$ cat config.mk
export PLATFORM = sky130hd
export DESIGN_NAME = timer16_counter_core
export DESIGN_NICKNAME = d
export VERILOG_FILES = /design/src/core/timer16_pkg.sv /design/src/core/tick_select.sv /design/src/core/capture_filter.sv /design/src/core/timer16_counter_core.sv
export SDC_FILE = /design/constraint.sdc
export NUM_CORES = 1
export LEC_CHECK = 0
export BUFFER_PORTS_ARGS = -buffer_cell sky130_fd_sc_hd__buf_2
export CORE_MARGIN = 2
export CORE_UTILIZATION = 30
export CTS_BUF_LIST = sky130_fd_sc_hd__clkbuf_8
export DETAILED_ROUTE_END_ITERATION = 10
export PLACE_DENSITY = 0.53
export SLEW_MARGIN = 20
export SYNTH_ARGS = -nofsm -noshare
export SYNTH_HDL_FRONTEND = slang
export SYNTH_SLANG_ARGS = --single-unit
$ cat constraint.sdc
create_clock -name clk -period 3.95 [get_ports clk]
set_input_delay 0.1975 -clock clk [delete_from_list [all_inputs] [get_ports clk]]
set_output_delay 0.1975 -clock clk [all_outputs]
set_load 0.01 [all_outputs]
$ cat src/core/timer16_pkg.sv
// Functional notes
// - Counter is sixteen bits wide and counts up or down.
// - Low-byte read copies counter high byte into shared latch; high read returns latch.
// - Low-byte write loads all sixteen bits, upper byte taken from the latch.
// - Clock select zero gives no tick, so counting stops.
// - Counter stays readable and writable with or without ticks.
// - Software counter write wins; a coincident count or clear is dropped.
// - Each tick clears, increments or decrements by one, as the mode says.
// - Four-bit waveform mode is split over control registers A and B.
// - Tick comes from prescaler taps or edges on the external count pin.
// - Top and bottom indications show when counter reaches top or zero.
// - Overflow flag sets at the point the mode defines.
// - Top comes from compare A, capture value or a fixed constant.
// - Compare A as top in PWM modes is double buffered.
// - Both compare values are matched continuously; a match sets its flag on a tick.
// - Capture copies the counter on a filtered pin or comparator edge, except in modes that use the capture value as top.
// - Four flag sources, each gated by its own mask bit.
// - Eight-bit control registers take single accesses without latch ordering.
// - Noise canceler passes a change only after four equal samples.
// - Capture flag sets in the same cycle the capture value loads.
package timer16_pkg;
  // ----------------------------------------------------------------
  // Register selectors
  // ----------------------------------------------------------------
  localparam logic [3:0] SEL_CNT_L = 4'h0;
  localparam logic [3:0] SEL_CNT_H = 4'h1;
  localparam logic [3:0] SEL_CMPA_L = 4'h2;
  localparam logic [3:0] SEL_CMPA_H = 4'h3;
  localparam logic [3:0] SEL_CMPB_L = 4'h4;
  localparam logic [3:0] SEL_CMPB_H = 4'h5;
  localparam logic [3:0] SEL_CAP_L = 4'h6;
  localparam logic [3:0] SEL_CAP_H = 4'h7;
  localparam logic [3:0] SEL_CTRL_A = 4'h8;
  localparam logic [3:0] SEL_CTRL_B = 4'h9;
  localparam logic [3:0] SEL_FLAGS = 4'ha;
  localparam logic [3:0] SEL_MASK = 4'hb;
  // ----------------------------------------------------------------
  // Fields and reset values
  // ----------------------------------------------------------------
  localparam int CTRLB_NOISE_BIT = 7;
  localparam int CTRLB_EDGE_BIT = 6;
  localparam logic [7:0] CTRLB_RW_MASK = 8'hdf;
  localparam int FLAG_OVF = 0;
  localparam int FLAG_CMPA = 1;
  localparam int FLAG_CMPB = 2;
  localparam int FLAG_CAP = 5;
  localparam logic [7:0] FLAG_RW_MASK = 8'h27;
  localparam logic [7:0] RST_BYTE = 8'h00;
  localparam logic [15:0] RST_WORD = 16'h0000;
  // ----------------------------------------------------------------
  // Clock select codes
  // ----------------------------------------------------------------
  localparam logic [2:0] CS_STOP = 3'h0;
  localparam logic [2:0] CS_TAP_FIRST = 3'h1;
  localparam logic [2:0] CS_EXT_FALL = 3'h6;
  localparam logic [2:0] CS_EXT_RISE = 3'h7;
  localparam int NUM_TAPS = 5;
  // ----------------------------------------------------------------
  // Counter limits and modes
  // ----------------------------------------------------------------
  localparam logic [15:0] CNT_MAX = 16'hffff;
  localparam logic [15:0] CNT_BOTTOM = 16'h0000;
  localparam logic [15:0] CNT_ONE = 16'h0001;
  localparam logic [15:0] TOP_8BIT = 16'h00ff;
  localparam logic [15:0] TOP_9BIT = 16'h01ff;
  localparam logic [15:0] TOP_10BIT = 16'h03ff;
  localparam logic [3:0] WM_NORMAL = 4'h0;
  localparam logic [3:0] WM_CTC_CMPA = 4'h4;
  localparam logic [3:0] WM_CTC_CAP = 4'hc;
  localparam logic [3:0] WM_RESERVED = 4'hd;
  localparam int FILTER_DEPTH = 4;
endpackage

$ cat src/core/tick_select.sv
`timescale 1ns/1ps
module tick_select (
  input wire logic clk,
  input wire logic arst_n,
  input wire logic [2:0] clockSel,
  input wire logic [timer16_pkg::NUM_TAPS-1:0] prescTaps,
  input wire logic extCountPin,
  output logic tick
);
  logic extPrev_ff;
  logic nxt_extPrev;
  logic extRise;
  logic extFall;
  logic [2:0] tapIdx;

  always_comb begin
    nxt_extPrev = extCountPin;
  end

  always_ff @(posedge clk or negedge arst_n) begin
    if (!arst_n) begin
      extPrev_ff <= 1'b0;
    end else begin
      extPrev_ff <= nxt_extPrev;
    end
  end

  assign extRise = extCountPin & ~extPrev_ff;
  assign extFall = ~extCountPin & extPrev_ff;
  assign tapIdx = clockSel - timer16_pkg::CS_TAP_FIRST;

  // ----------------------------------------------------------------
  // Source select
  // ----------------------------------------------------------------
  always_comb begin
    if (clockSel == timer16_pkg::CS_STOP) begin
      tick = 1'b0;
    end else if (clockSel == timer16_pkg::CS_EXT_FALL) begin
      tick = extFall;
    end else if (clockSel == timer16_pkg::CS_EXT_RISE) begin
      tick = extRise;
    end else begin
      tick = prescTaps[tapIdx];
    end
  end
endmodule

$ cat src/core/capture_filter.sv
`timescale 1ns/1ps
module capture_filter (
  input wire logic clk,
  input wire logic arst_n,
  input wire logic rawIn,
  input wire logic noiseEn,
  input wire logic risingEdge,
  output logic capEvent
);
  localparam int D = timer16_pkg::FILTER_DEPTH;
  logic [D-1:0] samples_ff;
  logic filt_ff;
  logic prev_ff;
  logic [D-1:0] nxt_samples;
  logic nxt_filt;
  logic nxt_prev;
  logic allSame;

  always_comb begin
    nxt_samples = {samples_ff[D-2:0], rawIn};
    allSame = (&samples_ff) | (~|samples_ff);
    nxt_filt = noiseEn ? (allSame ? samples_ff[0] : filt_ff) : rawIn;
    nxt_prev = filt_ff;
  end

  always_ff @(posedge clk or negedge arst_n) begin
    if (!arst_n) begin
      samples_ff <= '0;
      filt_ff <= 1'b0;
      prev_ff <= 1'b0;
    end else begin
      samples_ff <= nxt_samples;
      filt_ff <= nxt_filt;
      prev_ff <= nxt_prev;
    end
  end

  assign capEvent = risingEdge ? (filt_ff & ~prev_ff) : (~filt_ff & prev_ff);
endmodule

$ cat src/core/timer16_counter_core.sv
`timescale 1ns/1ps
module timer16_counter_core (
  input wire logic clk,
  input wire logic arst_n,
  input wire logic [3:0] cpuSel,
  input wire logic cpuWrEn,
  input wire logic cpuRdEn,
  input wire logic [7:0] cpuWrData,
  output logic [7:0] cpuRdData,
  input wire logic [timer16_pkg::NUM_TAPS-1:0] prescTaps,
  input wire logic extCountPin,
  input wire logic capturePin,
  input wire logic comparatorOut,
  input wire logic acCaptureSel,
  output logic [15:0] counterValue,
  output logic topHit,
  output logic bottomHit,
  output logic matchA,
  output logic matchB,
  output logic [3:0] intReq
);
  typedef enum logic [1:0] {DIR_UP = 2'b01, DIR_DOWN = 2'b10} dir_t;

  // ----------------------------------------------------------------
  // Mode decode
  // ----------------------------------------------------------------
  function automatic logic isDual(input logic [3:0] m);
    return (m inside {4'h1, 4'h2, 4'h3, 4'h8, 4'h9, 4'ha, 4'hb});
  endfunction

  function automatic logic isPwm(input logic [3:0] m);
    return !(m inside {timer16_pkg::WM_NORMAL, timer16_pkg::WM_CTC_CMPA,
                       timer16_pkg::WM_CTC_CAP, timer16_pkg::WM_RESERVED});
  endfunction

  function automatic logic capIsTop(input logic [3:0] m);
    return (m inside {4'h8, 4'ha, timer16_pkg::WM_CTC_CAP, 4'he});
  endfunction

  function automatic logic [15:0] modeTop(input logic [3:0] m, input logic [15:0] a,
                                          input logic [15:0] c);
    logic [15:0] t;
    t = timer16_pkg::CNT_MAX;
    if (m inside {4'h1, 4'h5}) begin
      t = timer16_pkg::TOP_8BIT;
    end else if (m inside {4'h2, 4'h6}) begin
      t = timer16_pkg::TOP_9BIT;
    end else if (m inside {4'h3, 4'h7}) begin
      t = timer16_pkg::TOP_10BIT;
    end else if (m inside {timer16_pkg::WM_CTC_CMPA, 4'h9, 4'hb, 4'hf}) begin
      t = a;
    end else if (capIsTop(m)) begin
      t = c;
    end
    return t;
  endfunction

  logic [15:0] cnt_ff, nxt_cnt;
  logic [15:0] cmpA_ff, nxt_cmpA, cmpABuf_ff, nxt_cmpABuf;
  logic [15:0] cmpB_ff, nxt_cmpB, cmpBBuf_ff, nxt_cmpBBuf;
  logic [15:0] cap_ff, nxt_cap;
  logic [7:0] temp_ff, nxt_temp;
  logic [7:0] ctrlA_ff, nxt_ctrlA, ctrlB_ff, nxt_ctrlB;
  logic [7:0] flags_ff, nxt_flags, mask_ff, nxt_mask;
  logic [7:0] rdData_ff, nxt_rdData;
  dir_t dir_ff, nxt_dir;
  logic [3:0] mode;
  logic [15:0] top;
  logic tick, capEvent, capSrc, cntWr, atTop, atBottom, bufLoad;
  logic [7:0] flagSet, flagClr;

  assign mode = {ctrlB_ff[4:3], ctrlA_ff[1:0]};
  assign top = modeTop(mode, cmpA_ff, cap_ff);
  assign atTop = (cnt_ff == top);
  assign atBottom = (cnt_ff == timer16_pkg::CNT_BOTTOM);
  assign cntWr = cpuWrEn && (cpuSel == timer16_pkg::SEL_CNT_L);
  assign capSrc = acCaptureSel ? comparatorOut : capturePin;

  tick_select u_tick (
    .clk(clk),
    .arst_n(arst_n),
    .clockSel(ctrlB_ff[2:0]),
    .prescTaps(prescTaps),
    .extCountPin(extCountPin),
    .tick(tick)
  );

  capture_filter u_capf (
    .clk(clk),
    .arst_n(arst_n),
    .rawIn(capSrc),
    .noiseEn(ctrlB_ff[timer16_pkg::CTRLB_NOISE_BIT]),
    .risingEdge(ctrlB_ff[timer16_pkg::CTRLB_EDGE_BIT]),
    .capEvent(capEvent)
  );

  // ----------------------------------------------------------------
  // Next state
  // ----------------------------------------------------------------
  always_comb begin
    nxt_cnt = cnt_ff;
    nxt_dir = dir_ff;
    nxt_cmpA = cmpA_ff;
    nxt_cmpB = cmpB_ff;
    nxt_cmpABuf = cmpABuf_ff;
    nxt_cmpBBuf = cmpBBuf_ff;
    nxt_cap = cap_ff;
    nxt_temp = temp_ff;
    nxt_ctrlA = ctrlA_ff;
    nxt_ctrlB = ctrlB_ff;
    nxt_mask = mask_ff;
    nxt_rdData = rdData_ff;
    flagSet = '0;
    flagClr = '0;
    bufLoad = 1'b0;
    if (tick) begin
      if (isDual(mode)) begin
        if (dir_ff == DIR_UP) begin
          if (atTop) begin
            nxt_dir = DIR_DOWN;
            nxt_cnt = 16'(cnt_ff - timer16_pkg::CNT_ONE);
          end else begin
            nxt_cnt = 16'(cnt_ff + timer16_pkg::CNT_ONE);
          end
        end else begin
          if (atBottom) begin
            nxt_dir = DIR_UP;
            nxt_cnt = 16'(cnt_ff + timer16_pkg::CNT_ONE);
            flagSet[timer16_pkg::FLAG_OVF] = 1'b1;
          end else begin
            nxt_cnt = 16'(cnt_ff - timer16_pkg::CNT_ONE);
          end
        end
        bufLoad = (mode inside {4'h8, 4'h9}) ? atBottom : atTop;
      end else begin
        nxt_dir = DIR_UP;
        if (atTop) begin
          nxt_cnt = timer16_pkg::CNT_BOTTOM;
        end else begin
          nxt_cnt = 16'(cnt_ff + timer16_pkg::CNT_ONE);
        end
        if (mode inside {timer16_pkg::WM_CTC_CMPA, timer16_pkg::WM_CTC_CAP}) begin
          flagSet[timer16_pkg::FLAG_OVF] = (cnt_ff == timer16_pkg::CNT_MAX);
        end else begin
          flagSet[timer16_pkg::FLAG_OVF] = atTop;
        end
        bufLoad = atTop;
      end
      flagSet[timer16_pkg::FLAG_CMPA] = matchA;
      flagSet[timer16_pkg::FLAG_CMPB] = matchB;
    end
    if (isPwm(mode)) begin
      if (bufLoad) begin
        nxt_cmpA = cmpABuf_ff;
        nxt_cmpB = cmpBBuf_ff;
      end
    end else begin
      nxt_cmpA = cmpABuf_ff;
      nxt_cmpB = cmpBBuf_ff;
    end
    if (capEvent && !capIsTop(mode)) begin
      nxt_cap = cnt_ff;
      flagSet[timer16_pkg::FLAG_CAP] = 1'b1;
    end
    if (cpuRdEn) begin
      nxt_rdData = timer16_pkg::RST_BYTE;
      unique case (cpuSel)
        timer16_pkg::SEL_CNT_L: begin
          nxt_rdData = cnt_ff[7:0];
          nxt_temp = cnt_ff[15:8];
        end
        timer16_pkg::SEL_CAP_L: begin
          nxt_rdData = cap_ff[7:0];
          nxt_temp = cap_ff[15:8];
        end
        timer16_pkg::SEL_CNT_H, timer16_pkg::SEL_CAP_H: nxt_rdData = temp_ff;
        timer16_pkg::SEL_CMPA_L: nxt_rdData = cmpABuf_ff[7:0];
        timer16_pkg::SEL_CMPA_H: nxt_rdData = cmpABuf_ff[15:8];
        timer16_pkg::SEL_CMPB_L: nxt_rdData = cmpBBuf_ff[7:0];
        timer16_pkg::SEL_CMPB_H: nxt_rdData = cmpBBuf_ff[15:8];
        timer16_pkg::SEL_CTRL_A: nxt_rdData = ctrlA_ff;
        timer16_pkg::SEL_CTRL_B: nxt_rdData = ctrlB_ff;
        timer16_pkg::SEL_FLAGS: nxt_rdData = flags_ff;
        timer16_pkg::SEL_MASK: nxt_rdData = mask_ff;
        default: nxt_rdData = timer16_pkg::RST_BYTE;
      endcase
    end
    if (cpuWrEn) begin
      unique case (cpuSel)
        timer16_pkg::SEL_CNT_H, timer16_pkg::SEL_CMPA_H, timer16_pkg::SEL_CMPB_H,
        timer16_pkg::SEL_CAP_H: nxt_temp = cpuWrData;
        timer16_pkg::SEL_CNT_L: nxt_cnt = {temp_ff, cpuWrData};
        timer16_pkg::SEL_CMPA_L: nxt_cmpABuf = {temp_ff, cpuWrData};
        timer16_pkg::SEL_CMPB_L: nxt_cmpBBuf = {temp_ff, cpuWrData};
        timer16_pkg::SEL_CAP_L: begin
          if (capIsTop(mode)) begin
            nxt_cap = {temp_ff, cpuWrData};
          end
        end
        timer16_pkg::SEL_CTRL_A: nxt_ctrlA = cpuWrData;
        timer16_pkg::SEL_CTRL_B: nxt_ctrlB = cpuWrData & timer16_pkg::CTRLB_RW_MASK;
        timer16_pkg::SEL_FLAGS: flagClr = cpuWrData & timer16_pkg::FLAG_RW_MASK;
        timer16_pkg::SEL_MASK: nxt_mask = cpuWrData & timer16_pkg::FLAG_RW_MASK;
        default: nxt_temp = temp_ff;
      endcase
    end
    nxt_flags = (flags_ff & ~flagClr) | flagSet;
  end

  always_ff @(posedge clk or negedge arst_n) begin
    if (!arst_n) begin
      cnt_ff <= timer16_pkg::RST_WORD;
      dir_ff <= DIR_UP;
      cmpA_ff <= timer16_pkg::RST_WORD;
      cmpB_ff <= timer16_pkg::RST_WORD;
      cmpABuf_ff <= timer16_pkg::RST_WORD;
      cmpBBuf_ff <= timer16_pkg::RST_WORD;
      cap_ff <= timer16_pkg::RST_WORD;
      temp_ff <= timer16_pkg::RST_BYTE;
      ctrlA_ff <= timer16_pkg::RST_BYTE;
      ctrlB_ff <= timer16_pkg::RST_BYTE;
      flags_ff <= timer16_pkg::RST_BYTE;
      mask_ff <= timer16_pkg::RST_BYTE;
      rdData_ff <= timer16_pkg::RST_BYTE;
    end else begin
      cnt_ff <= nxt_cnt;
      dir_ff <= nxt_dir;
      cmpA_ff <= nxt_cmpA;
      cmpB_ff <= nxt_cmpB;
      cmpABuf_ff <= nxt_cmpABuf;
      cmpBBuf_ff <= nxt_cmpBBuf;
      cap_ff <= nxt_cap;
      temp_ff <= nxt_temp;
      ctrlA_ff <= nxt_ctrlA;
      ctrlB_ff <= nxt_ctrlB;
      flags_ff <= nxt_flags;
      mask_ff <= nxt_mask;
      rdData_ff <= nxt_rdData;
    end
  end

  // ----------------------------------------------------------------
  // Outputs
  // ----------------------------------------------------------------
  assign cpuRdData = rdData_ff;
  assign counterValue = cnt_ff;
  assign topHit = atTop;
  assign bottomHit = atBottom;
  assign matchA = (cnt_ff == cmpA_ff);
  assign matchB = (cnt_ff == cmpB_ff);
  assign intReq = {flags_ff[timer16_pkg::FLAG_CAP], flags_ff[timer16_pkg::FLAG_CMPB],
                   flags_ff[timer16_pkg::FLAG_CMPA], flags_ff[timer16_pkg::FLAG_OVF]}
                & {mask_ff[timer16_pkg::FLAG_CAP], mask_ff[timer16_pkg::FLAG_CMPB],
                   mask_ff[timer16_pkg::FLAG_CMPA], mask_ff[timer16_pkg::FLAG_OVF]};
endmodule

* Yosys cells after proc, flatten, opt, wreduce, memory -nomap -nowiden *
Cells that the tools add are included.

cells by class
  equality and inequality tests = 37
  reduce and logical (&&, ||, !) cells = 28
  bitwise logic cells = 13
  add/sub/neg operators = 3
  $mul = 0
  shift operators = 0
  multiplexer cells = 50
  divide/modulo/power cells = 0
  $lt $le $gt $ge = 1

operators by type and width
  operator                                              number
  2-to-1 mux 16 bit                                     21
  case mux 8 bit (11 select lines)                      1
  equality test 16 bit                                  3
  equality test 4 bit (second input constant)           12
  equality test 4 x 3 -> 1 bit (second input constant)  8
  case mux 8 bit (2 select lines)                       2
  adder 16 x 1 -> 16 bit (second input constant)        1
  equality test 16 bit (second input constant)          1
  equality test 4 x 2 -> 1 bit (second input constant)  4
  logical NOT 16 bit                                    1
  2-to-1 mux 1 bit                                      16
  2-to-1 mux 8 bit                                      2
  subtractor 16 x 1 -> 16 bit (second input constant)   1
  2-to-1 mux 6 bit                                      2
  nonzero test 2 bit                                    6
  nonzero test 4 bit                                    3
  AND reduction 2 bit                                   5
  AND 8 bit                                             1
  equality test 4 x 1 -> 1 bit (second input constant)  2
  logical NOT 4 bit                                     2
  2-to-1 mux 2 bit                                      4
  inverter 8 bit                                        1
  bitwise OR 8 x 6 -> 8 bit                             1
  OR reduction 4 bit                                    2
  21 further kinds                                      30

word-level totals
  ROM bits = 0
  RAM bits = 0
  memories = 0
  flip-flop bits (word level) = 148
  input bits = 25
  word-level logic and storage cells = 149
  bits in latches = 0

* Longest topological paths before layout *
Gate-level depths: netlist of run 1.

  depth in word-level cells = 14
  gate-level depth with buffers = 14

* Modules after synthesis *
Synthesis of run 1 repeated with hierarchy kept, for this count alone.

second synthesis, totals
  cells, all modules = 888
  area total of the unflattened synthesis = 8705.8 um2

by module, submodules not included
  module                area an instance (um2)  sequential area each (um2)  cells an instance  instances
  timer16_counter_core  8295.5                  3429.5                      848                1
  tick_select           211.5                   25.0                        26                 1
  capture_filter        198.9                   150.1                       14                 1

* Worst setup path before layout of run 1 *
OpenSTA, ideal clock, no wires.

  path type = reg2reg
  start point = reg ctrlA_ff[1]
  end point = reg cmpA_ff[0]
  data required time = 3823 ps
  library setup time = 127 ps
  cell stages (with the launch flop) = 12
  setup slack = 1101 ps
  arrival time = 2721 ps
  period minus slack after synthesis = 2849 ps
  cell sequence = dfrtp_1 -> buf_6 -> or4b_4 -> a21oi_2 -> nor3_1 -> nand3b_1 -> nor4_1 -> and4_1 -> o21ai_1 -> o21ai_2 -> buf_6 -> mux2_1

between the ends
  word-level cells in the longest chain between the ends = 12
  elaborated cells on any way between the ends = 35
  those cells by class = 16 x eq/ne; 9 x mux; 10 x reduce/logical

ends and longest elaborated chain
  element                                        line                         text
  start: declaration                             timer16_counter_core.sv:63   logic [7:0] ctrlA_ff, nxt_ctrlA, ctrlB_ff, nxt_ctrlB;
  start signal: assignment                       timer16_counter_core.sv:220  ctrlA_ff <= timer16_pkg::RST_BYTE;
  start signal: assignment                       timer16_counter_core.sv:234  ctrlA_ff <= nxt_ctrlA;
  equality test 4 bit, on equally long branches  --
  nonzero test 4 bit                             timer16_counter_core.sv:37   return (m inside {4'h8, 4'ha, timer16_pkg::WM_CTC_CAP, 4'he});
  2-to-1 mux 16 bit                              timer16_counter_core.sv:52   end else if (capIsTop(m)) begin
  2-to-1 mux 16 bit                              timer16_counter_core.sv:50   end else if (m inside {timer16_pkg::WM_CTC_CMPA, 4'h9, 4'hb, 4'hf}) begin
  2-to-1 mux 16 bit                              timer16_counter_core.sv:48   end else if (m inside {4'h3, 4'h7}) begin
  2-to-1 mux 16 bit                              timer16_counter_core.sv:46   end else if (m inside {4'h2, 4'h6}) begin
  2-to-1 mux 16 bit                              timer16_counter_core.sv:44   if (m inside {4'h1, 4'h5}) begin
  equality test 16 bit                           timer16_counter_core.sv:74   assign atTop = (cnt_ff == top);
  2-to-1 mux 1 bit                               timer16_counter_core.sv:134  bufLoad = (mode inside {4'h8, 4'h9}) ? atBottom : atTop;
  2-to-1 mux 1 bit                               timer16_counter_core.sv:117  if (isDual(mode)) begin
  2-to-1 mux 1 bit                               timer16_counter_core.sv:116  if (tick) begin
  nonzero test 2 bit (no line)                   --
  end signal: assignment                         timer16_counter_core.sv:214  cmpA_ff <= timer16_pkg::RST_WORD;
  end signal: assignment                         timer16_counter_core.sv:228  cmpA_ff <= nxt_cmpA;
  end: declaration                               timer16_counter_core.sv:59   logic [15:0] cmpA_ff, nxt_cmpA, cmpABuf_ff, nxt_cmpABuf;

Several ways; a longest one is shown, not always the timed one.
A chain may end at the register's enable or synchronous reset.

* Final worst setup path of run 1 *
  start point = reg ctrlA_ff[1]
  end point = out topHit

between the ends
  word-level cells in the longest chain between the ends = 8
  elaborated cells on any way between the ends = 25
  those cells by class = 15 x eq/ne; 5 x mux; 5 x reduce/logical

ends and longest elaborated chain
  element                   line                        text
  equality test 4 bit       timer16_counter_core.sv:37
  nonzero test 4 bit        timer16_counter_core.sv:37
  2-to-1 mux 16 bit         timer16_counter_core.sv:52
  2-to-1 mux 16 bit         timer16_counter_core.sv:50
  2-to-1 mux 16 bit         timer16_counter_core.sv:48
  2-to-1 mux 16 bit         timer16_counter_core.sv:46
  2-to-1 mux 16 bit (*)     timer16_counter_core.sv:44
  equality test 16 bit (*)  timer16_counter_core.sv:74
  end: declaration          timer16_counter_core.sv:16  output logic topHit,

Every way passes the cells marked *; elsewhere a longest branch is shown, timed or not.

==> impl_metrics.ini, run 1 <==
[global_route]
grt_use_met3_pct = 4.83
use_met2_pct = 32.5
grt_usage_pct = 22.0
grt_pass1_wl_mm = 51.7
grt_pass1_vias = 8041
top_usage_layer = met2
grt_overflow_total = 0
grt_max_degree = 88
grt_antenna_before_repair = 0
grtUsageMet1_pct = 30.8

[clocking]
clock_tree.buffer_depth = 2
clk_latency_ps = 470
cts_max_level = 4
cts_tree = built
path_clk_slew_ps = 90
numCtsBuffers = 17
cts_sinks = 144
cts-root-buf = clkbuf_8

[floorplanning]
rows = 63
initial_core_util_pct = 30.7
coreArea_um2 = 29900
dieArea_um2 = 32000
die_w_um = 179
io_pins = 57
fp.dieH_um = 179

[worst_setup_path]
r2r-start = ctrlB_ff[3]
path_cells = or3_1, a21oi_1, o21a_1, o22ai_1, a211oi_2, nand4_1, or4b_2, inv_1, buf_2
cp.depth = 9
critical_path.max_stage_delay_ps = 650
required_ps = 3750
end_kind = output port
cp.buffers_inverters = 2
r2r-end = counterValue[15]
cp_max_fo = 16
critPathLaunchType = flop
worst_r2r_path_depth = 9
worst_path_max_delay_cell = or4b_2
reg2reg_setup_slack_ps = 520
worst_ep_arrival_time_ps = 3440
cp_top_family = simple AND/OR/NAND/NOR gates
crit_type = reg -> out

[layout]
diodes = 0
nets = 1061
nFillCells = 3032
fin_cells = 1432
syn_to_final_growth_pct = 13.0
drive_above_1_share_pct = 19.3

[yosys]
ys.flop_type = dfrtp_1
netlist_instances = 988
postSynthAreaPerCell_um2 = 9.28
synth_nets = 1020
synth_edf_count = 0
yosysMostFrequentCell = dfrtp_1
synth.distinct_cells = 81
yosysSeqAreaShare_pct = 39.3
ys_ff_latch = 144
ys_warn_count = 0
synth_area_leaders = dfrtp_1 39%, mux2_2 6.8%, mux2_1 4.1%, xnor2_1 4.0%, o21ai_0 3.8%
syn_area_um2 = 9160
yosysTopAreaCell = dfrtp_1
yosys.area.top_type_share_pct = 39.0
async_flop_share_pct = 100
synth_commonest_cells = 143 x dfrtp_1, 90 x nor2_1, 78 x nand2_1

[power_and_ir_drop]
p_per_area_nw_per_um2 = 658
power_mw = 6.82
vdd_ir_drop_max_uv = 211
power.leakage_nw = 4.35

[place]
place.gp.congestion = 0.910
dp_cells = 1396
portBuffers = 56
dp_hpwl_mm = 24.6

[sta]
hold_violations = 0
fmax_mhz = 275
slew_violations = 0
final.min_clock_period_ps = 3640
fin_crit_sh_pct = 92.0
tns_ps = 0
setup_viol = 0
slew_headroom_pct = 36.7
rsz0062_at_grt = false
tightest_slew_ps = 939
finClkSkew_ps = 17.2

[routing]
drt-vias-per-instance = 5.72
drc = 0
wire_per_inst_um = 23.7
wirelength_mm = 34.0
drt_iter0_markers = 751
drt.antenna.violating_nets = 0
num_vias = 8189
first_pass_iters = 5

[run_status]
status = complete, no violations

[run]
cap_violations = 0

[hold_path]
hold_path_end = ctrlB_ff[2]
min_path_type = in -> reg
whs_path_depth = 3
hold_start = cpuWrData[2]
[report_power, final]
part	switching [mW]	internal, mW	total [mW]	leakage [nW]
registers	0.748	1.94	2.69	1.76
clock network	0.639	0.597	1.24	0.201
logic	1.62	1.27	2.89	2.38
total	3.01	3.81	6.82	4.35
[flip-flops by register name, indices dropped and copies added (netlist names), 2 cells and up]
register / flops
counterValue: 16
cmpA_ff: 16
cmpABuf_ff: 16
u_capf.samples_ff: 4
dir_ff: 2
mask_ff: 4
cap_ff: 16
flags_ff: 4
cpuRdData: 8
ctrlB_ff: 7
ctrlA_ff: 8
cmpBBuf_ff: 16
cmpB_ff: 16
temp_ff: 8
[timing repair]
item | in CTS | in global routing
buffers inserted | 0 | 0
resized for setup | 0 | 2
endpoints found under the setup margin | 0 | 2
hold buffers | 4 | 0
hold endpoints to repair | 86 | 0
[how the worst max path moves through the flow]
stage,from,end,slack (ps)
CTS,ctrlB_ff[3],topHit,80
detailed placement,ctrlB_ff[3],counterValue[15],370
finish,ctrlA_ff[1],topHit,310
floorplan,ctrlA_ff[1],cmpA_ff[0],1100
global placement,ctrlB_ff[3],counterValue[15],450
global route,ctrlB_ff[3],topHit,90
[placed cells by master, fill, tap and decap left out, drive strengths merged, types with 13 or more instances in the layout]
| master | synthesis | routed |
|---|---|---|
| xnor2 | 42 | 42 |
| buf | 26 | 92 |
| nand2 | 78 | 78 |
| nand2b | 15 | 15 |
| a21oi | 46 | 46 |
| inv | 30 | 36 |
| nand3 | 19 | 19 |
| mux2i | 18 | 18 |
| nor3 | 28 | 28 |
| clkbuf | 48 | 19 |
| o21ai | 77 | 77 |
| mux2 | 88 | 88 |
| a22oi | 13 | 13 |
| nor2 | 91 | 91 |
| dfrtp | 143 | 143 |
[metal layers]
| metal | wire [um] | share of wire (%) |
|---|---|---|
| met5 | 0 | 0 |
| met4 | 1350 | 4.0 |
| met3 | 2440 | 7.2 |
| met2 | 14700 | 43 |
| met1 | 15500 | 46 |
[area by class of cell]
class / instances / area, um^2 / area share [%]
clock inverter: 13 / 139 / 1.34
sequential: 144 / 3600 / 34.8
timing repair buffer: 96 / 622 / 6.00
clock buffer: 19 / 262 / 2.52
multi-input combinational: 738 / 5120 / 49.5
tap: 390 / 488 / 4.71
inverter: 32 / 120 / 1.16
[metrics by stage]
step / utilization, % / hold slack [ps] / cell area, um^2 / setup WS, ps
CTS: 34.6 / 87.5 / 10300 / 79.8
detailed placement: 33.2 / 334 / 9910 / 370
finish: 34.7 / 115 / 10400 / 315
floorplan: - / -98.1 / 9160 / 1100
global route: 34.7 / 110 / 10400 / 90.0
global placement: 33.2 / 340 / 9910 / 452
[cell families after synthesis]
group	Yosys count	synth area share [%]
compound gates	255	19.0
xor+xnor	51	4.87
fa+ha+maj	7	0.956
buf+inv	106	5.04
flops	144	39.3
mux	109	13.5
simple gates	316	17.3
[worst min-delay path: cells and delay by family]
family                 cells  cell delay [ps]
buffers and inverters      1              200
AOI/OAI and AO/OA          1               60
and+or+nand+nor            1               80
Power figures use the tool's default switching activity.
==> run 2: changes to the inputs <==
==> constraint.sdc (replaced) <==
create_clock -name clk -period 3.95 [get_ports clk]
set_input_delay 0.79 -clock clk [delete_from_list [all_inputs] [get_ports clk]]
set_output_delay 0.79 -clock clk [all_outputs]
set_load 0.01 [all_outputs]
==> run 2 against run 1 <==
Compared with the run above: sequential power fell by 3%; largest power group unchanged; sequential cell count did not move; register-to-register slack barely moved; setup slack got worse by 150 ps; critical endpoint unchanged; global-route usage rose by 0.34 points; total power rose by 4.3%; via count rose by 1.6%; clock skew barely moved; critical path type unchanged; combinational power rose by 12%.
==> impl_metrics.ini, run 2 (synthesized netlist as in run 1, its figures left out) <==
[run_status]
status = complete, no violations

[worst_setup_path]
worst_path_max_delay_cell = or4b_4
cp_max_fo = 7
end_kind = output port
critical_path.max_stage_delay_ps = 550
r2r-end = counterValue[3]
reg2reg_setup_slack_ps = 520
required_ps = 3160
path_cells = buf_4, or4b_4, a21oi_4, nor3_1, or4_4, or4b_4, inv_2, buf_6
cp.buffers_inverters = 3
worst_r2r_path_depth = 12
crit_type = reg -> out
worst_ep_arrival_time_ps = 3000
r2r-start = ctrlB_ff[4]
cp_top_family = simple AND/OR/NAND/NOR gates
path_common_cell = or4b_4
critPathLaunchType = flop

[clocking]
cts_max_level = 4
cts_tree = built
clock_tree.buffer_depth = 2
numCtsBuffers = 17
clk_latency_ps = 460
cts_sinks = 144
path_clk_slew_ps = 100
cts-root-buf = clkbuf_8

[sta]
fmax_mhz = 264
rsz0062_at_grt = false
slew_headroom_pct = 31.2
hold_violations = 0
finClkSkew_ps = 17.3
tightest_slew_ps = 1020
slew_violations = 0
tns_ps = 0
hold_ws_ps = 348
setup_viol = 0
final.min_clock_period_ps = 3790
fin_crit_sh_pct = 95.9

[floorplanning]
rows = 63
initial_core_util_pct = 30.7
coreArea_um2 = 29900
die_w_um = 179
dieArea_um2 = 32000
fp.dieH_um = 179
io_pins = 57

[place]
portBuffers = 56
place.gp.congestion = 0.937
dp_hpwl_mm = 25.9

[global_route]
grt_antenna_before_repair = 0
grt_overflow_total = 0
grt_max_degree = 72
grt_usage_pct = 22.4
grt_pass1_wl_mm = 52.6
grt_pass1_vias = 7972

[layout]
layout_common_cells = 138 x dfrtp_1, 90 x nor2_1, 78 x nand2_1
syn_to_final_growth_pct = 17.0
diodes = 0
nets = 1098
final_common_cell = dfrtp_1
nFillCells = 2993
drive_above_1_share_pct = 24.4

[routing]
first_pass_iters = 5
drt-vias-per-instance = 5.67
drt_iter0_markers = 1040
wire_per_inst_um = 23.9
wirelength_mm = 35.1
drc = 0
num_vias = 8321
drt.antenna.violating_nets = 0

[run]
cap_violations = 0

[hold_path]
min_path_type = in -> async

[power_and_ir_drop]
vdd_ir_drop_max_uv = 210
power_mw = 7.11
p_per_area_nw_per_um2 = 663
power.leakage_nw = 4.53
-- run 2: changes by cell type in the layout (fill, tap and decap cells not counted), moves of 3 or more --
cell,delta
dfrtp_1,-5
dfrtp_2,+5
a21oi_1,-3
inv_1,-5
buf_6,+3
buf_4,+38
inv_6,+3
dlygate4sd3_1,-4
-- run 2: worst max-delay path by stage --
stage,startpoint,to,slack (ps),cells after the start
CTS,ctrlA_ff[1],topHit,4,7
global route,ctrlA_ff[1],topHit,80,8
floorplan,ctrlA_ff[1],topHit,620,7
global placement,ctrlA_ff[1],topHit,390,9
finish,ctrlA_ff[1],topHit,160,8
detailed placement,ctrlB_ff[4],topHit,320,7
-- run 2: what timing repair did --
| item | CTS | global route |
|---|---|---|
| setup endpoints to repair | 1 | 1 |
| hold buffers | 0 | 0 |
| pin swaps | 0 | 7 |
| gates resized for setup | 6 | 23 |
| buffers inserted | 0 | 17 |
| hold endpoints to repair | 0 | 0 |
-- run 2: layout make-up --
class,count,area (um^2),area share [%]
multi-input combinational,738,5190,48.4
sequential,144,3610,33.7
timing repair buffer,133,901,8.40
tap,390,488,4.55
clock buffer,17,234,2.18
clock inverter,14,179,1.67
inverter,32,124,1.15
-- run 2: worst reg2reg max path, delay by kind of cell (launching register included) --
| kind | cells | cell delay (ps) |
|---|---|---|
| and+or+nand+nor | 5 | 1250 |
| DFF | 1 | 460 |
| AOI/OAI and AO/OA | 4 | 1000 |
| buffers and inverters | 3 | 590 |
-- run 2: layer usage --
metal / global-route usage [%] / vias up / wire [um]
li1: - / 3761 / -
met5: 0 / - / 0
met1: 32.7 / 4120 / 15900
met4: 6.54 / 0 / 813
met3: 4.01 / 46 / 2910
met2: 33.5 / 394 / 15500
-- run 2: power breakdown --
group          internal (mW)  total, mW  switching [mW]
Clock                  0.632       1.27           0.643
Sequential              1.95       2.61           0.660
Combinational           1.40       3.23            1.84
-- run 2: through the flow --
stage	util, %	area [um^2]	setup WS [ps]	cells
final	35.9	10700	163	1468
after floorplan	-	9160	621	988
after global routing	35.9	10700	83.8	1468
after detailed placement	33.8	10100	321	1420
after CTS	35.2	10500	4.33	1451
after global placement	33.8	10100	389	1420
==> run 3: changes to the inputs <==
Settings changed: REMOVE_ABC_BUFFERS set to 1.
==> run 3 against run 2 <==
Compared with the run above: sequential share of layout area rose by 0.60 points; register-to-register slack got worse by 40 ps; critical endpoint unchanged; largest power group unchanged; clock skew barely moved; via count fell by 0.59%; sequential cell count did not move; setup slack got worse by 7.6 ps.
==> impl_metrics.ini, run 3 (synthesized netlist as in run 1, its figures left out) <==
[global_route]
grt_pass1_vias = 7992
grt_overflow_total = 0
grt_antenna_before_repair = 1
grt_usage_pct = 22.3
grt_max_degree = 68
grt_pass1_wl_mm = 52.2

[routing]
first_pass_iters = 5
wire_per_inst_um = 23.9
drt_iter0_markers = 739
drt.antenna.violating_nets = 0
drt-vias-per-instance = 5.71
wirelength_mm = 34.6
drc = 0
num_vias = 8272

[floorplanning]
initial_core_util_pct = 30.7
die_w_um = 179
fp.dieH_um = 179
coreArea_um2 = 29900
io_pins = 57
dieArea_um2 = 32000
rows = 63

[worst_setup_path]
critPathLaunchType = flop
worst_path_max_delay_cell = or4_1
cp_max_fo = 6
end_kind = output port
crit_type = reg -> out
required_ps = 3160
worst_ep_arrival_time_ps = 3000
path_common_cell = or4b_4
path_cells = or4b_4, a21oi_4, nor3_1, or4_1, or4b_4, inv_1, buf_2
critical_path.max_stage_delay_ps = 570

[sta]
tns_ps = 0
tightest_slew_ps = 1070
setup_viol = 0
finClkSkew_ps = 17.6
slew_headroom_pct = 27.7
hold_ws_ps = 318
final.min_clock_period_ps = 3790
slew_violations = 0
rsz0062_at_grt = false
fin_crit_sh_pct = 96.1
hold_violations = 0
fmax_mhz = 264

[layout]
diodes = 0
nets = 1078
fin_cells = 1449
nFillCells = 3081
final_common_cell = dfrtp_1
syn_to_final_growth_pct = 15.0
drive_above_1_share_pct = 21.9
fin_area_um2 = 10500
layout_common_cells = 139 x dfrtp_1, 90 x nor2_1, 78 x nand2_1

[power_and_ir_drop]
vdd_ir_drop_max_uv = 199
p_per_area_nw_per_um2 = 662
power.leakage_nw = 4.44

[clocking]
numCtsBuffers = 17
cts_max_level = 4
cts-root-buf = clkbuf_8
path_clk_slew_ps = 90
cts_sinks = 144
clk_latency_ps = 470
clock_tree.buffer_depth = 2
cts_tree = built
holdBufCountCts = 0

[place]
placed_area_um2 = 10000
dp_cells = 1413
portBuffers = 56
dp_hpwl_mm = 25.5
place.gp.congestion = 0.912

[run]
cap_violations = 0

[hold_path]
min_path_type = in -> async

[run_status]
status = complete, no violations
[run 3: timing repair]
action	in CTS	in global routing
gates resized for setup	14	1
buffers inserted	4	0
endpoints found under the setup margin	1	1
pin swaps	0	1
[run 3: through the flow]
stage / total power, mW / util, % / setup slack [ps]
detailed placement: 5.62 / 33.6 / 317
floorplan: 4.26 / - / -246
global placement: 5.60 / 33.6 / 332
finish: 6.98 / 35.3 / 156
global route: 7.37 / 35.3 / 24.4
CTS: 6.97 / 35.3 / 128
[run 3: final cells by class]
class                      instances  area [um^2]  area share (%)
multi-input combinational        738         5150            48.9
clock buffer                      18          248            2.35
timing repair buffer             113          739            7.02
sequential                       144         3610            34.3
clock inverter                    14          178            1.69
tap                              390          488            4.63
inverter                          32          120            1.14
[run 3: final timing paths]
check                                     start              endpoint  slack, ps  depth (start not counted)
hold / removal                           arst_n          cpuRdData[2]        320                          1
min in group clk           u_capf.samples_ff[1]  u_capf.samples_ff[2]        390                          0
setup / recovery                    ctrlA_ff[1]                topHit        160                          7
setup reg to reg                    ctrlA_ff[1]      counterValue[15]        480                         11
hold reg to reg            u_capf.samples_ff[1]  u_capf.samples_ff[2]        390                          0
max in group asynchronous                arst_n             dir_ff[0]       2760                          2
[run 3: where the power goes]
group / total [mW] / switching, mW / internal, mW / leakage (nW)
combinational: 3.08 / 1.75 / 1.34 / 2.47
sequential: 2.60 / 0.653 / 1.94 / 1.76
clock: 1.30 / 0.645 / 0.652 / 0.208
[run 3: critical path, delay by kind of cell, from the launching register on]
family                 cells  cell delay (ps)
and+or+nand+nor            4             1750
buffers and inverters      2              190
AOI/OAI and AO/OA          1              150
DFF                        1              460
[run 3: routing by layer]
layer | part of all wire (%) | vias up | global-route usage, %
met1 | 44 | 4092 | 31.8
met4 | 3.1 | 0 | 7.96
li1 | - | 3718 | -
met2 | 45 | 399 | 34.2
met3 | 7.8 | 63 | 3.60
met5 | 0 | - | 0
